$ cat src/ulf_pkg.sv
// Package of register offsets, line-control fields and format types for the serial channel.
package ulf_pkg;
   localparam logic [2:0] OFS_DATA = 3'h0;
   localparam logic [2:0] OFS_INT_ENABLE = 3'h1;
   localparam logic [2:0] OFS_INT_ID = 3'h2;
   localparam logic [2:0] OFS_LINE_CONTROL = 3'h3;
   localparam logic [2:0] OFS_MODEM_CONTROL = 3'h4;
   localparam logic [2:0] OFS_LINE_STATUS = 3'h5;
   localparam logic [2:0] OFS_MODEM_STATUS = 3'h6;
   localparam logic [2:0] OFS_SCRATCH = 3'h7;
   localparam int LCR_LEN_LO = 0;
   localparam int LCR_STOP = 2;
   localparam int LCR_PAR_EN = 3;
   localparam int LCR_EVEN = 4;
   localparam int LCR_STICK = 5;
   localparam int LCR_BREAK = 6;
   localparam int LCR_DIV_ACCESS = 7;
   localparam int LSR_DATA_READY = 0;
   localparam int LSR_PARITY_ERR = 2;
   localparam int LSR_FRAMING_ERR = 3;
   localparam int LSR_HOLD_EMPTY = 5;
   localparam int LSR_TX_IDLE = 6;
   localparam logic [7:0] RST_LINE_CONTROL = 8'h00;
   localparam logic [7:0] RST_INT_ENABLE = 8'h00;
   localparam logic [7:0] RST_MODEM_CONTROL = 8'h00;
   localparam logic [7:0] RST_SCRATCH = 8'h00;
   localparam logic [7:0] RST_DIV_LOW = 8'h01;
   localparam logic [7:0] RST_DIV_HIGH = 8'h00;
   localparam logic [7:0] INT_ID_NONE = 8'h01;
   localparam logic [3:0] OVERSAMPLE_LAST = 4'hF;
   localparam logic [3:0] OVERSAMPLE_MID = 4'h7;
   typedef struct packed {
      logic [2:0] addr;
      logic rd;
      logic wr;
      logic [7:0] wdata;
   } ulf_bus_t;
   typedef struct packed {
      logic [2:0] data_bits_m1;
      logic parity_on;
      logic parity_bit_fixed;
      logic fixed_value;
      logic even;
      logic [1:0] stop_halves_m2;
   } ulf_format_t;
endpackage

$ cat src/ulf_channel.sv
// Register decode, character format, shifters, break and baud output for one serial channel.
`timescale 1ns/1ps
//////////////////////////////////////////////////////////////////////////////////////////////////
// Function
// (RULE_01) Access bit clear: offsets 0-2 normal; 3-7 fixed.
// (RULE_02) Access bit set: offsets 0,1 hit divisor.
// (RULE_03) Software clears access bit before offsets 0-2.
// (RULE_04) Bits 1:0 select five to eight data bits.
// (RULE_05) Bit 2: one, one-half-extra, or two stop bits.
// (RULE_06) Receiver checks only the first stop bit.
// (RULE_07) Bit 3 adds parity after last data bit.
// (RULE_08) Bit 4 selects even, else odd parity.
// (RULE_09) Stick parity forces bit to inverse of bit 4.
// (RULE_10) Bit 6 holds serial output low.
// (RULE_11) Break touches only the pin; shifter runs.
// (RULE_12) Baud output shown only with access bit set.
// (RULE_13) Software waits for idle flag around break.
// (RULE_14) Software may time break by sending characters.
// (RULE_15) Characters move least significant bit first.
// (RULE_16) Divisor 1..65535 makes the 16x baud tick.
// (RULE_17) High byte is divisor bits 15:8.
module ulf_channel
   import ulf_pkg::*;
(
   input wire logic sys_clk,
   input wire logic sys_rst,
   input wire logic [2:0] reg_addr,
   input wire logic reg_rd,
   input wire logic reg_wr,
   input wire logic [7:0] reg_wdata,
   output logic [7:0] reg_rdata,
   input wire logic serial_in_line,
   output logic serial_out_line,
   output logic baud_clock_output,
   output logic holding_empty_flag,
   output logic transmitter_idle_flag
);
   ulf_bus_t bus;
   ulf_format_t fmt;
   logic [7:0] line_control;
   logic [7:0] interrupt_enable;
   logic [7:0] modem_control;
   logic [7:0] scratch_pad;
   logic [7:0] divisor_low_byte;
   logic [7:0] divisor_high_byte;
   logic [7:0] transmit_holding;
   logic [7:0] receive_buffer;
   logic [7:0] line_status;
   logic hold_full;
   logic data_ready;
   logic parity_err;
   logic framing_err;
   logic divisor_access_select;
   logic [15:0] divisor;
   logic [15:0] baud_count;
   logic baud_tick;
   logic baud_level;
   logic sin_meta;
   logic sin_sync;

   assign bus = '{addr: reg_addr, rd: reg_rd, wr: reg_wr, wdata: reg_wdata};
   assign divisor_access_select = line_control[LCR_DIV_ACCESS];
   assign divisor = {divisor_high_byte, divisor_low_byte}; // RULE_17

   //////////////////////////////////////////////////////////////////////////////////////////////
   // Address decode.
   wire hit_div_low = divisor_access_select && (bus.addr == OFS_DATA); // RULE_02
   wire hit_div_high = divisor_access_select && (bus.addr == OFS_INT_ENABLE); // RULE_02
   wire hit_data = !divisor_access_select && (bus.addr == OFS_DATA); // RULE_01
   wire hit_int_en = !divisor_access_select && (bus.addr == OFS_INT_ENABLE); // RULE_01
   wire wr_thr = bus.wr && hit_data;
   wire rd_rbr = bus.rd && hit_data;
   wire wr_lcr = bus.wr && (bus.addr == OFS_LINE_CONTROL); // RULE_01
   wire wr_mcr = bus.wr && (bus.addr == OFS_MODEM_CONTROL);
   wire wr_scr = bus.wr && (bus.addr == OFS_SCRATCH);
   wire rd_lsr = bus.rd && (bus.addr == OFS_LINE_STATUS);

   assign line_status = {1'b0, transmitter_idle_flag, holding_empty_flag, 1'b0, framing_err,
                         parity_err, 1'b0, data_ready};

   logic [7:0] read_mux;
   always_comb
   begin
      case (bus.addr) // RULE_01
         OFS_DATA: read_mux = divisor_access_select ? divisor_low_byte : receive_buffer;
         OFS_INT_ENABLE: read_mux = divisor_access_select ? divisor_high_byte : interrupt_enable;
         OFS_INT_ID: read_mux = INT_ID_NONE;
         OFS_LINE_CONTROL: read_mux = line_control;
         OFS_MODEM_CONTROL: read_mux = modem_control;
         OFS_LINE_STATUS: read_mux = line_status;
         OFS_MODEM_STATUS: read_mux = 8'h00;
         OFS_SCRATCH: read_mux = scratch_pad;
         default: read_mux = 8'h00;
      endcase
   end

   always_ff @(posedge sys_clk)
   begin
      if (sys_rst)
         reg_rdata <= 8'h00;
      else
         reg_rdata <= read_mux;
   end

   always_ff @(posedge sys_clk)
   begin
      if (sys_rst)
      begin
         line_control <= RST_LINE_CONTROL;
         interrupt_enable <= RST_INT_ENABLE;
         modem_control <= RST_MODEM_CONTROL;
         scratch_pad <= RST_SCRATCH;
         divisor_low_byte <= RST_DIV_LOW;
         divisor_high_byte <= RST_DIV_HIGH;
      end
      else
      begin
         if (wr_lcr)
            line_control <= bus.wdata;
         if (bus.wr && hit_int_en)
            interrupt_enable <= {4'h0, bus.wdata[3:0]};
         if (wr_mcr)
            modem_control <= {3'h0, bus.wdata[4:0]};
         if (wr_scr)
            scratch_pad <= bus.wdata;
         if (bus.wr && hit_div_low)
            divisor_low_byte <= bus.wdata; // RULE_02
         if (bus.wr && hit_div_high)
            divisor_high_byte <= bus.wdata; // RULE_02
      end
   end

   //////////////////////////////////////////////////////////////////////////////////////////////
   // Format decode shared by both directions.
   assign fmt.data_bits_m1 = 3'd4 + {1'b0, line_control[LCR_LEN_LO +: 2]}; // RULE_04
   assign fmt.parity_on = line_control[LCR_PAR_EN]; // RULE_07
   assign fmt.even = line_control[LCR_EVEN]; // RULE_08
   assign fmt.parity_bit_fixed = line_control[LCR_STICK]; // RULE_09
   assign fmt.fixed_value = !line_control[LCR_EVEN]; // RULE_09
   // Stop length in half bits minus two: 0 is one, 1 is one and a half, 2 is two.
   assign fmt.stop_halves_m2 = !line_control[LCR_STOP] ? 2'd0 :
                               (line_control[1:0] == 2'b00) ? 2'd1 : 2'd2; // RULE_05

   function automatic logic parity_of(input logic [7:0] d, input ulf_format_t f);
      logic [7:0] mask;
      mask = 8'hFF >> (3'd7 - f.data_bits_m1);
      if (f.parity_bit_fixed)
         parity_of = f.fixed_value; // RULE_09
      else
         parity_of = ^(d & mask) ^ !f.even; // RULE_08
   endfunction

   //////////////////////////////////////////////////////////////////////////////////////////////
   // Baud generator. A divisor of zero is treated as one so the tick never stops.
   always_ff @(posedge sys_clk)
   begin
      if (sys_rst)
      begin
         baud_count <= 16'h0000;
         baud_level <= 1'b0;
      end
      else if (baud_tick)
      begin
         baud_count <= 16'h0000;
         baud_level <= !baud_level;
      end
      else
         baud_count <= baud_count + 16'h0001;
   end
   assign baud_tick = (baud_count + 16'h0001 >= divisor); // RULE_16
   assign baud_clock_output = divisor_access_select & baud_level; // RULE_12

   //////////////////////////////////////////////////////////////////////////////////////////////
   // Transmitter.
   typedef enum {TX_IDLE, TX_START, TX_DATA, TX_PARITY, TX_STOP} ulf_tx_state_t;
   ulf_tx_state_t tx_state;
   logic [7:0] tx_shift;
   logic [2:0] tx_bit;
   logic [3:0] tx_os;
   logic [1:0] tx_half;
   logic tx_line;
   logic tx_parity;

   wire tx_bit_end = baud_tick && (tx_os == OVERSAMPLE_LAST);
   wire tx_half_end = baud_tick && (tx_os == OVERSAMPLE_MID);
   wire tx_stop_go = (tx_state == TX_STOP) && (tx_bit_end || tx_half_end) &&
                     (tx_half == fmt.stop_halves_m2 + 2'h1); // RULE_05
   wire tx_load = hold_full && !wr_thr && ((tx_state == TX_IDLE && tx_bit_end) || tx_stop_go);

   always_ff @(posedge sys_clk)
   begin
      if (sys_rst)
      begin
         tx_state <= TX_IDLE;
         tx_shift <= 8'h00;
         tx_bit <= 3'd0;
         tx_os <= 4'h0;
         tx_half <= 2'd0;
         tx_line <= 1'b1;
         tx_parity <= 1'b0;
         hold_full <= 1'b0;
         transmit_holding <= 8'h00;
      end
      else
      begin
         if (wr_thr)
         begin
            transmit_holding <= bus.wdata;
            hold_full <= 1'b1;
         end
         if (baud_tick)
            tx_os <= tx_os + 4'h1;
         // The shifter ignores the break bit, so characters still time a break.
         case (tx_state) // RULE_11
            TX_IDLE: tx_line <= 1'b1;
            TX_START:
               if (tx_bit_end)
               begin
                  tx_line <= tx_shift[0]; // RULE_15
                  tx_bit <= 3'd0;
                  tx_state <= TX_DATA;
               end
            TX_DATA:
               if (tx_bit_end)
               begin
                  tx_shift <= {1'b0, tx_shift[7:1]};
                  tx_bit <= tx_bit + 3'd1;
                  if (tx_bit == fmt.data_bits_m1)
                  begin
                     tx_line <= fmt.parity_on ? tx_parity : 1'b1; // RULE_07
                     tx_half <= 2'd0;
                     tx_state <= fmt.parity_on ? TX_PARITY : TX_STOP;
                  end
                  else
                     tx_line <= tx_shift[1];
               end
            TX_PARITY:
               if (tx_bit_end)
               begin
                  tx_line <= 1'b1;
                  tx_half <= 2'd0;
                  tx_state <= TX_STOP;
               end
            TX_STOP:
               if (tx_stop_go) // RULE_05
                  tx_state <= TX_IDLE;
               else if (tx_bit_end || tx_half_end)
                  tx_half <= tx_half + 2'h1;
            default: tx_state <= TX_IDLE;
         endcase
         // Reloading at the last stop step keeps back-to-back characters free of idle gaps.
         if (tx_load)
         begin
            tx_shift <= transmit_holding;
            tx_parity <= parity_of(transmit_holding, fmt);
            hold_full <= 1'b0;
            tx_line <= 1'b0;
            tx_os <= 4'h0;
            tx_state <= TX_START;
         end
      end
   end

   assign holding_empty_flag = !hold_full;
   assign transmitter_idle_flag = !hold_full && (tx_state == TX_IDLE);
   always_ff @(posedge sys_clk)
   begin
      if (sys_rst)
         serial_out_line <= 1'b1;
      else
         serial_out_line <= line_control[LCR_BREAK] ? 1'b0 : tx_line; // RULE_10
   end

   //////////////////////////////////////////////////////////////////////////////////////////////
   // Receiver, sampling at mid-bit on the 16x tick.
   typedef enum {RX_IDLE, RX_START, RX_DATA, RX_PARITY, RX_STOP} ulf_rx_state_t;
   ulf_rx_state_t rx_state;
   logic [7:0] rx_shift;
   logic [2:0] rx_bit;
   logic [3:0] rx_os;
   logic rx_parity;

   always_ff @(posedge sys_clk)
   begin
      if (sys_rst)
      begin
         sin_meta <= 1'b1;
         sin_sync <= 1'b1;
      end
      else
      begin
         sin_meta <= serial_in_line;
         sin_sync <= sin_meta;
      end
   end

   wire rx_sample = baud_tick && (rx_os == OVERSAMPLE_MID);
   wire rx_done = rx_sample && (rx_state == RX_STOP);
   wire next_framing = !sin_sync; // RULE_06

   always_ff @(posedge sys_clk)
   begin
      if (sys_rst)
      begin
         rx_state <= RX_IDLE;
         rx_shift <= 8'h00;
         rx_bit <= 3'd0;
         rx_os <= 4'h0;
         rx_parity <= 1'b0;
         receive_buffer <= 8'h00;
         data_ready <= 1'b0;
         parity_err <= 1'b0;
         framing_err <= 1'b0;
      end
      else
      begin
         if (baud_tick)
            rx_os <= rx_os + 4'h1;
         // A completed character wins over a same-cycle read.
         if (rd_rbr && !rx_done)
            data_ready <= 1'b0;
         if (rd_lsr && !rx_done)
         begin
            parity_err <= 1'b0;
            framing_err <= 1'b0;
         end
         case (rx_state)
            RX_IDLE:
               if (baud_tick && !sin_sync)
               begin
                  rx_os <= 4'h1;
                  rx_state <= RX_START;
               end
            RX_START:
               if (rx_sample)
               begin
                  rx_bit <= 3'd0;
                  rx_shift <= 8'h00;
                  rx_state <= sin_sync ? RX_IDLE : RX_DATA;
               end
            RX_DATA:
               if (rx_sample)
               begin
                  rx_shift[rx_bit] <= sin_sync; // RULE_15
                  rx_bit <= rx_bit + 3'd1;
                  if (rx_bit == fmt.data_bits_m1)
                     rx_state <= fmt.parity_on ? RX_PARITY : RX_STOP;
               end
            RX_PARITY:
               if (rx_sample)
               begin
                  rx_parity <= sin_sync; // RULE_07
                  rx_state <= RX_STOP;
               end
            RX_STOP:
               if (rx_sample)
               begin
                  receive_buffer <= rx_shift;
                  data_ready <= 1'b1;
                  framing_err <= next_framing; // RULE_06
                  if (fmt.parity_on && (rx_parity != parity_of(rx_shift, fmt)))
                     parity_err <= 1'b1; // RULE_08
                  rx_state <= RX_IDLE;
               end
            default: rx_state <= RX_IDLE;
         endcase
      end
   end
endmodule // ulf_channel

$ cat config.mk
export PLATFORM = sky130hd
export DESIGN_NAME = ulf_channel
export DESIGN_NICKNAME = d
export VERILOG_FILES = /design/src/ulf_pkg.sv /design/src/ulf_channel.sv
export SDC_FILE = /design/constraint.sdc
export NUM_CORES = 1
export LEC_CHECK = 0
export BUFFER_PORTS_ARGS = -buffer_cell sky130_fd_sc_hd__buf_4
export CELL_PAD_IN_SITES_DETAIL_PLACEMENT = 2
export CELL_PAD_IN_SITES_GLOBAL_PLACEMENT = 2
export CORE_MARGIN = 8
export CORE_UTILIZATION = 39
export CTS_BUF_LIST = sky130_fd_sc_hd__clkbuf_4
export DETAILED_ROUTE_END_ITERATION = 10
export GPL_TIMING_DRIVEN = 0
export PLACE_DENSITY = 0.8
export SETUP_SLACK_MARGIN = 0.2
export SLEW_MARGIN = 20
export SYNTH_ARGS = -nofsm -noshare
export SYNTH_HDL_FRONTEND = slang
export SYNTH_SLANG_ARGS = --single-unit
$ cat constraint.sdc
create_clock -name sys_clk -period 4.8 [get_ports sys_clk]
set_input_delay 0.48 -clock sys_clk [delete_from_list [all_inputs] [get_ports sys_clk]]
set_output_delay 0.48 -clock sys_clk [all_outputs]
set_load 0.05 [all_outputs]
==> flow_summary_export.csv <==
group,metric,value,unit
timing,hold_violations,0,
logic_synthesis,syn_inst,800,
global_route,antenna_found_initial,1,
logic_synthesis,avgSynthCellArea,8.18,um^2
cts,cts-root-buf,"clkbuf_4",
routing,wl_met2,11.6,mm
final_layout,drive_gt1_share,9.90,%
floorplan,io_pins,28,
routing,drc_errors,0,
logic_synthesis,syn_area,0.00655,mm^2
worst_setup_path,crit_arrival,4.94,ns
global_route,grt_pass1_wl,37.9,mm
cts,postCtsHoldBufs,0,
pwr,clkPwrFrac,39.5,%
cts,cts_tree,"done",
pwr,p_int,0.00152,W
global_route,grt_pass1_vias,6714,
timing,drv_slew,0,
floorplan,start_util,39.6,%
placed_design,dpl_cell_area,0.00702,mm^2
pwr,ir_drop,125,uV
logic_synthesis,synth_area_leader_cell,"dfxtp_1",
cts,clock_path_buffers,2,
run_status,status,"finished clean",
floorplan,die_h,146,um
routing,vias,6106,
timing,fin_crit_sh,92.0,%
worst_hold_path,min_path_type,"input pin to register",
final_layout,fill_cells,1876,
logic_synthesis,synth.distinct_cells,67,
logic_synthesis,syn_nets,837,
pwr,power.share.switching,28.6,%
run,drv_cap,0,
routing,totalWireLength,23.9,mm
worst_setup_path,critical_path_class,"register to register",
routing,highest_layer,"met4",
final_layout,fin_nets,883,
timing,finalClockSkew,0.0151,ns
worst_hold_path,holdPathEnd,"sin_meta",
logic_synthesis,synth-edff-count,0,
logic_synthesis,ys_top_cells_by_count,"dfxtp_1, nand2_1, a21oi_1",
floorplan,core_area,0.0165,mm^2
placed_design,place_congestion,0.850,
routing,ant_nets,0,
logic_synthesis,synth-async-reset-ratio,0,%
worst_setup_path,timing.critical_path.from_type,"register",
timing,tightestPinTransition,0.767,ns
cts,clock_sinks,130,
logic_synthesis,yosys_warnings,0,
logic_synthesis,synth-main-ff-cell,"dfxtp_1",
pwr,p_leak,2.49,nW
routing,met3_length,696,um
worst_hold_path,min-delay-start,"serial_in_line",
worst_setup_path,cp.required,5.32,ns
logic_synthesis,synth.area.top_cells,"dfxtp_1, a21oi_1, nand2_1",
worst_setup_path,rr_startpoint,"baud_count[2]",
floorplan,die_w,146,um
cts,clk_pin_slew_worst_paths,0.12,ns
worst_setup_path,cp_max_fo,5,
timing,slew-limit-headroom,48.4,%
logic_synthesis,yosysMostFrequentCell,"dfxtp_1",
worst_setup_path,r2r_cells,13,
routing,routedWlPerCell,22.1,um
timing,finalSetupViolCount,0,
final_layout,fin_area,0.00736,mm^2
routing,m1WireLength,11.1,mm
worst_setup_path,end_kind,"register",
final_layout,area_delta_synth_final,12.4,%
worst_setup_path,r2r-end,"tx_line",
placed_design,dp_hpwl,17.3,mm
global_route,gr-usage-all-layers,22.7,%
global_route,grt_overflow_total,0,
logic_synthesis,synth_seq_cells,130,
logic_synthesis,yosys.area.top_type_share,39.8,%
cts,clkLatencyLatePin,0.58,ns
placed_design,io_buffers,27,
pwr,powerDensity,289,mW/mm^2
pwr,pwr-share-seq,52.5,%
global_route,grt_max_degree,17,
floorplan,die-area,0.0212,mm^2
timing,tns,0,ns
cts,cts_buffers,17,
worst_hold_path,hold_depth,2,
timing,fmax,226,MHz
routing,drt_pass1_iterations,6,
pwr,power_frac_comb,8.0,%
timing,layout_min_cycle_time,4.42,ns
routing,drt_iter0_markers,371,
floorplan,fp-row-count,47,
cts,h-tree-depth,4,
logic_synthesis,ys_seq_area_share,39.8,%
routing,vias_per_cell,5.65,
pwr,power.switching,0.000609,W
worst_setup_path,reg2reg_slack,0.38,ns
timing,rsz0062_at_grt,"false",
[timing repair]
| item | in CTS | in global routing |
|---|---|---|
| endpoints found under the setup margin | 9 | 12 |
| gates resized for setup | 1 | 3 |
| setup buffers | 0 | 0 |
[cell type report]
cell class | count | area [um^2] | share of cell area, %
Tap cell | 220 | 275 | 3.74
Inverter | 29 | 109 | 1.48
Sequential cell | 130 | 2600 | 35.4
Antenna cell | 1 | 2.50 | 0.0340
Multi-Input combinational cell | 591 | 3650 | 49.6
Timing Repair Buffer | 27 | 203 | 2.76
Clock buffer | 17 | 128 | 1.73
Buffer | 50 | 203 | 2.76
Clock inverter | 15 | 186 | 2.53
[worst max path at each step]
stage                  startpoint     endpoint  slack [ns]  cells after the start
finish              baud_count[2]      tx_line        0.38                     13
global route        baud_count[2]  rx_shift[1]        0.21                     13
CTS                 baud_count[2]      tx_line        0.36                     13
detailed placement  baud_count[2]  rx_shift[2]        0.22                     13
global placement    baud_count[2]  rx_shift[2]        0.44                     13
floorplan           baud_count[2]    tx_bit[2]        1.24                     14
[cell families (layout without fill, tap and decap cells)]
family	count (synthesis)	after routing	share of synthesized area [%]
xor+xnor	37	37	4.95
simple gates	325	325	24.8
other cells	0	1	0
mux	35	35	5.37
fa+ha+maj	21	21	4.01
flops	130	130	39.8
buf+inv	79	138	4.76
compound gates	173	173	16.4
[through the flow]
stage | worst slack, ns | util [%] | total power [W] | instances | hold slack [ns]
after floorplan | 1.24 | - | 0.00123 | 800 | 0.389
after global placement | 0.445 | 42.5 | 0.00130 | 1047 | 0.391
after detailed placement | 0.217 | 42.5 | 0.00131 | 1047 | 0.403
after CTS | 0.355 | 44.4 | 0.00214 | 1079 | 0.0458
after global routing | 0.208 | 44.5 | 0.00220 | 1080 | 0.0666
final | 0.382 | 44.5 | 0.00212 | 1080 | 0.0830
[sequential cells by signal, indices dropped and copies added (netlist names), 4 cells and up]
register,count
rx_os,4
scratch_pad,8
tx_shift,8
rx_shift,8
line_control,8
receive_buffer,8
divisor_high_byte,8
transmit_holding,8
baud_count,16
reg_rdata,8
interrupt_enable,4
tx_os,4
modem_control,5
divisor_low_byte,8
[per-layer routing]
| layer | track usage [%] | vias up |
|---|---|---|
| li1 | - | 2888 |
| met1 | 29.0 | 3080 |
| met2 | 38.3 | 101 |
| met3 | 2.99 | 37 |
| met4 | 8.07 | 0 |
| met5 | 0 | - |
[cells in the final DEF, fill, tap and decap left out, drive strengths merged, types with 5 or more instances in the layout]
cell type and n:
nand3 44, o21ai 33, nand4 7, mux2i 34, xnor2 29, nor3 17
nor2b 19, ha 21, a21oi 84, nor2 71, dfxtp 130, nand2b 16
nand2 96, buf 36, nor4 6, clkbuf 58, xor2 8, a22oi 5
or2 5, inv 30, clkinv 7, and3 10, nand3b 6, a211oi 11
and2 5, or3 5
[worst max-delay path: stages, from the launching register on]
cell and delay (ns):
dfxtp_1 0.42, and3_1 0.22, and3_1 0.22, nand4_1 0.18, nor4_1 0.44, xor2_1 0.19
ha_1 0.38, and4_1 0.26, nand4_1 0.15, or4_4 0.63, a311oi_4 0.48, nor2_1 0.14
a2111oi_1 0.46, a311o_1 0.19
[power by group through the flow]
stage	clock, W	sequential, W	combinational (W)
after floorplan	0	0.00114	0.0000934
after global placement	0	0.00114	0.000161
after detailed placement	0	0.00114	0.000167
after CTS	0.000855	0.00112	0.000170
after global routing	0.000903	0.00112	0.000184
final	0.000840	0.00112	0.000170
(Power assumes the default switching activity.)
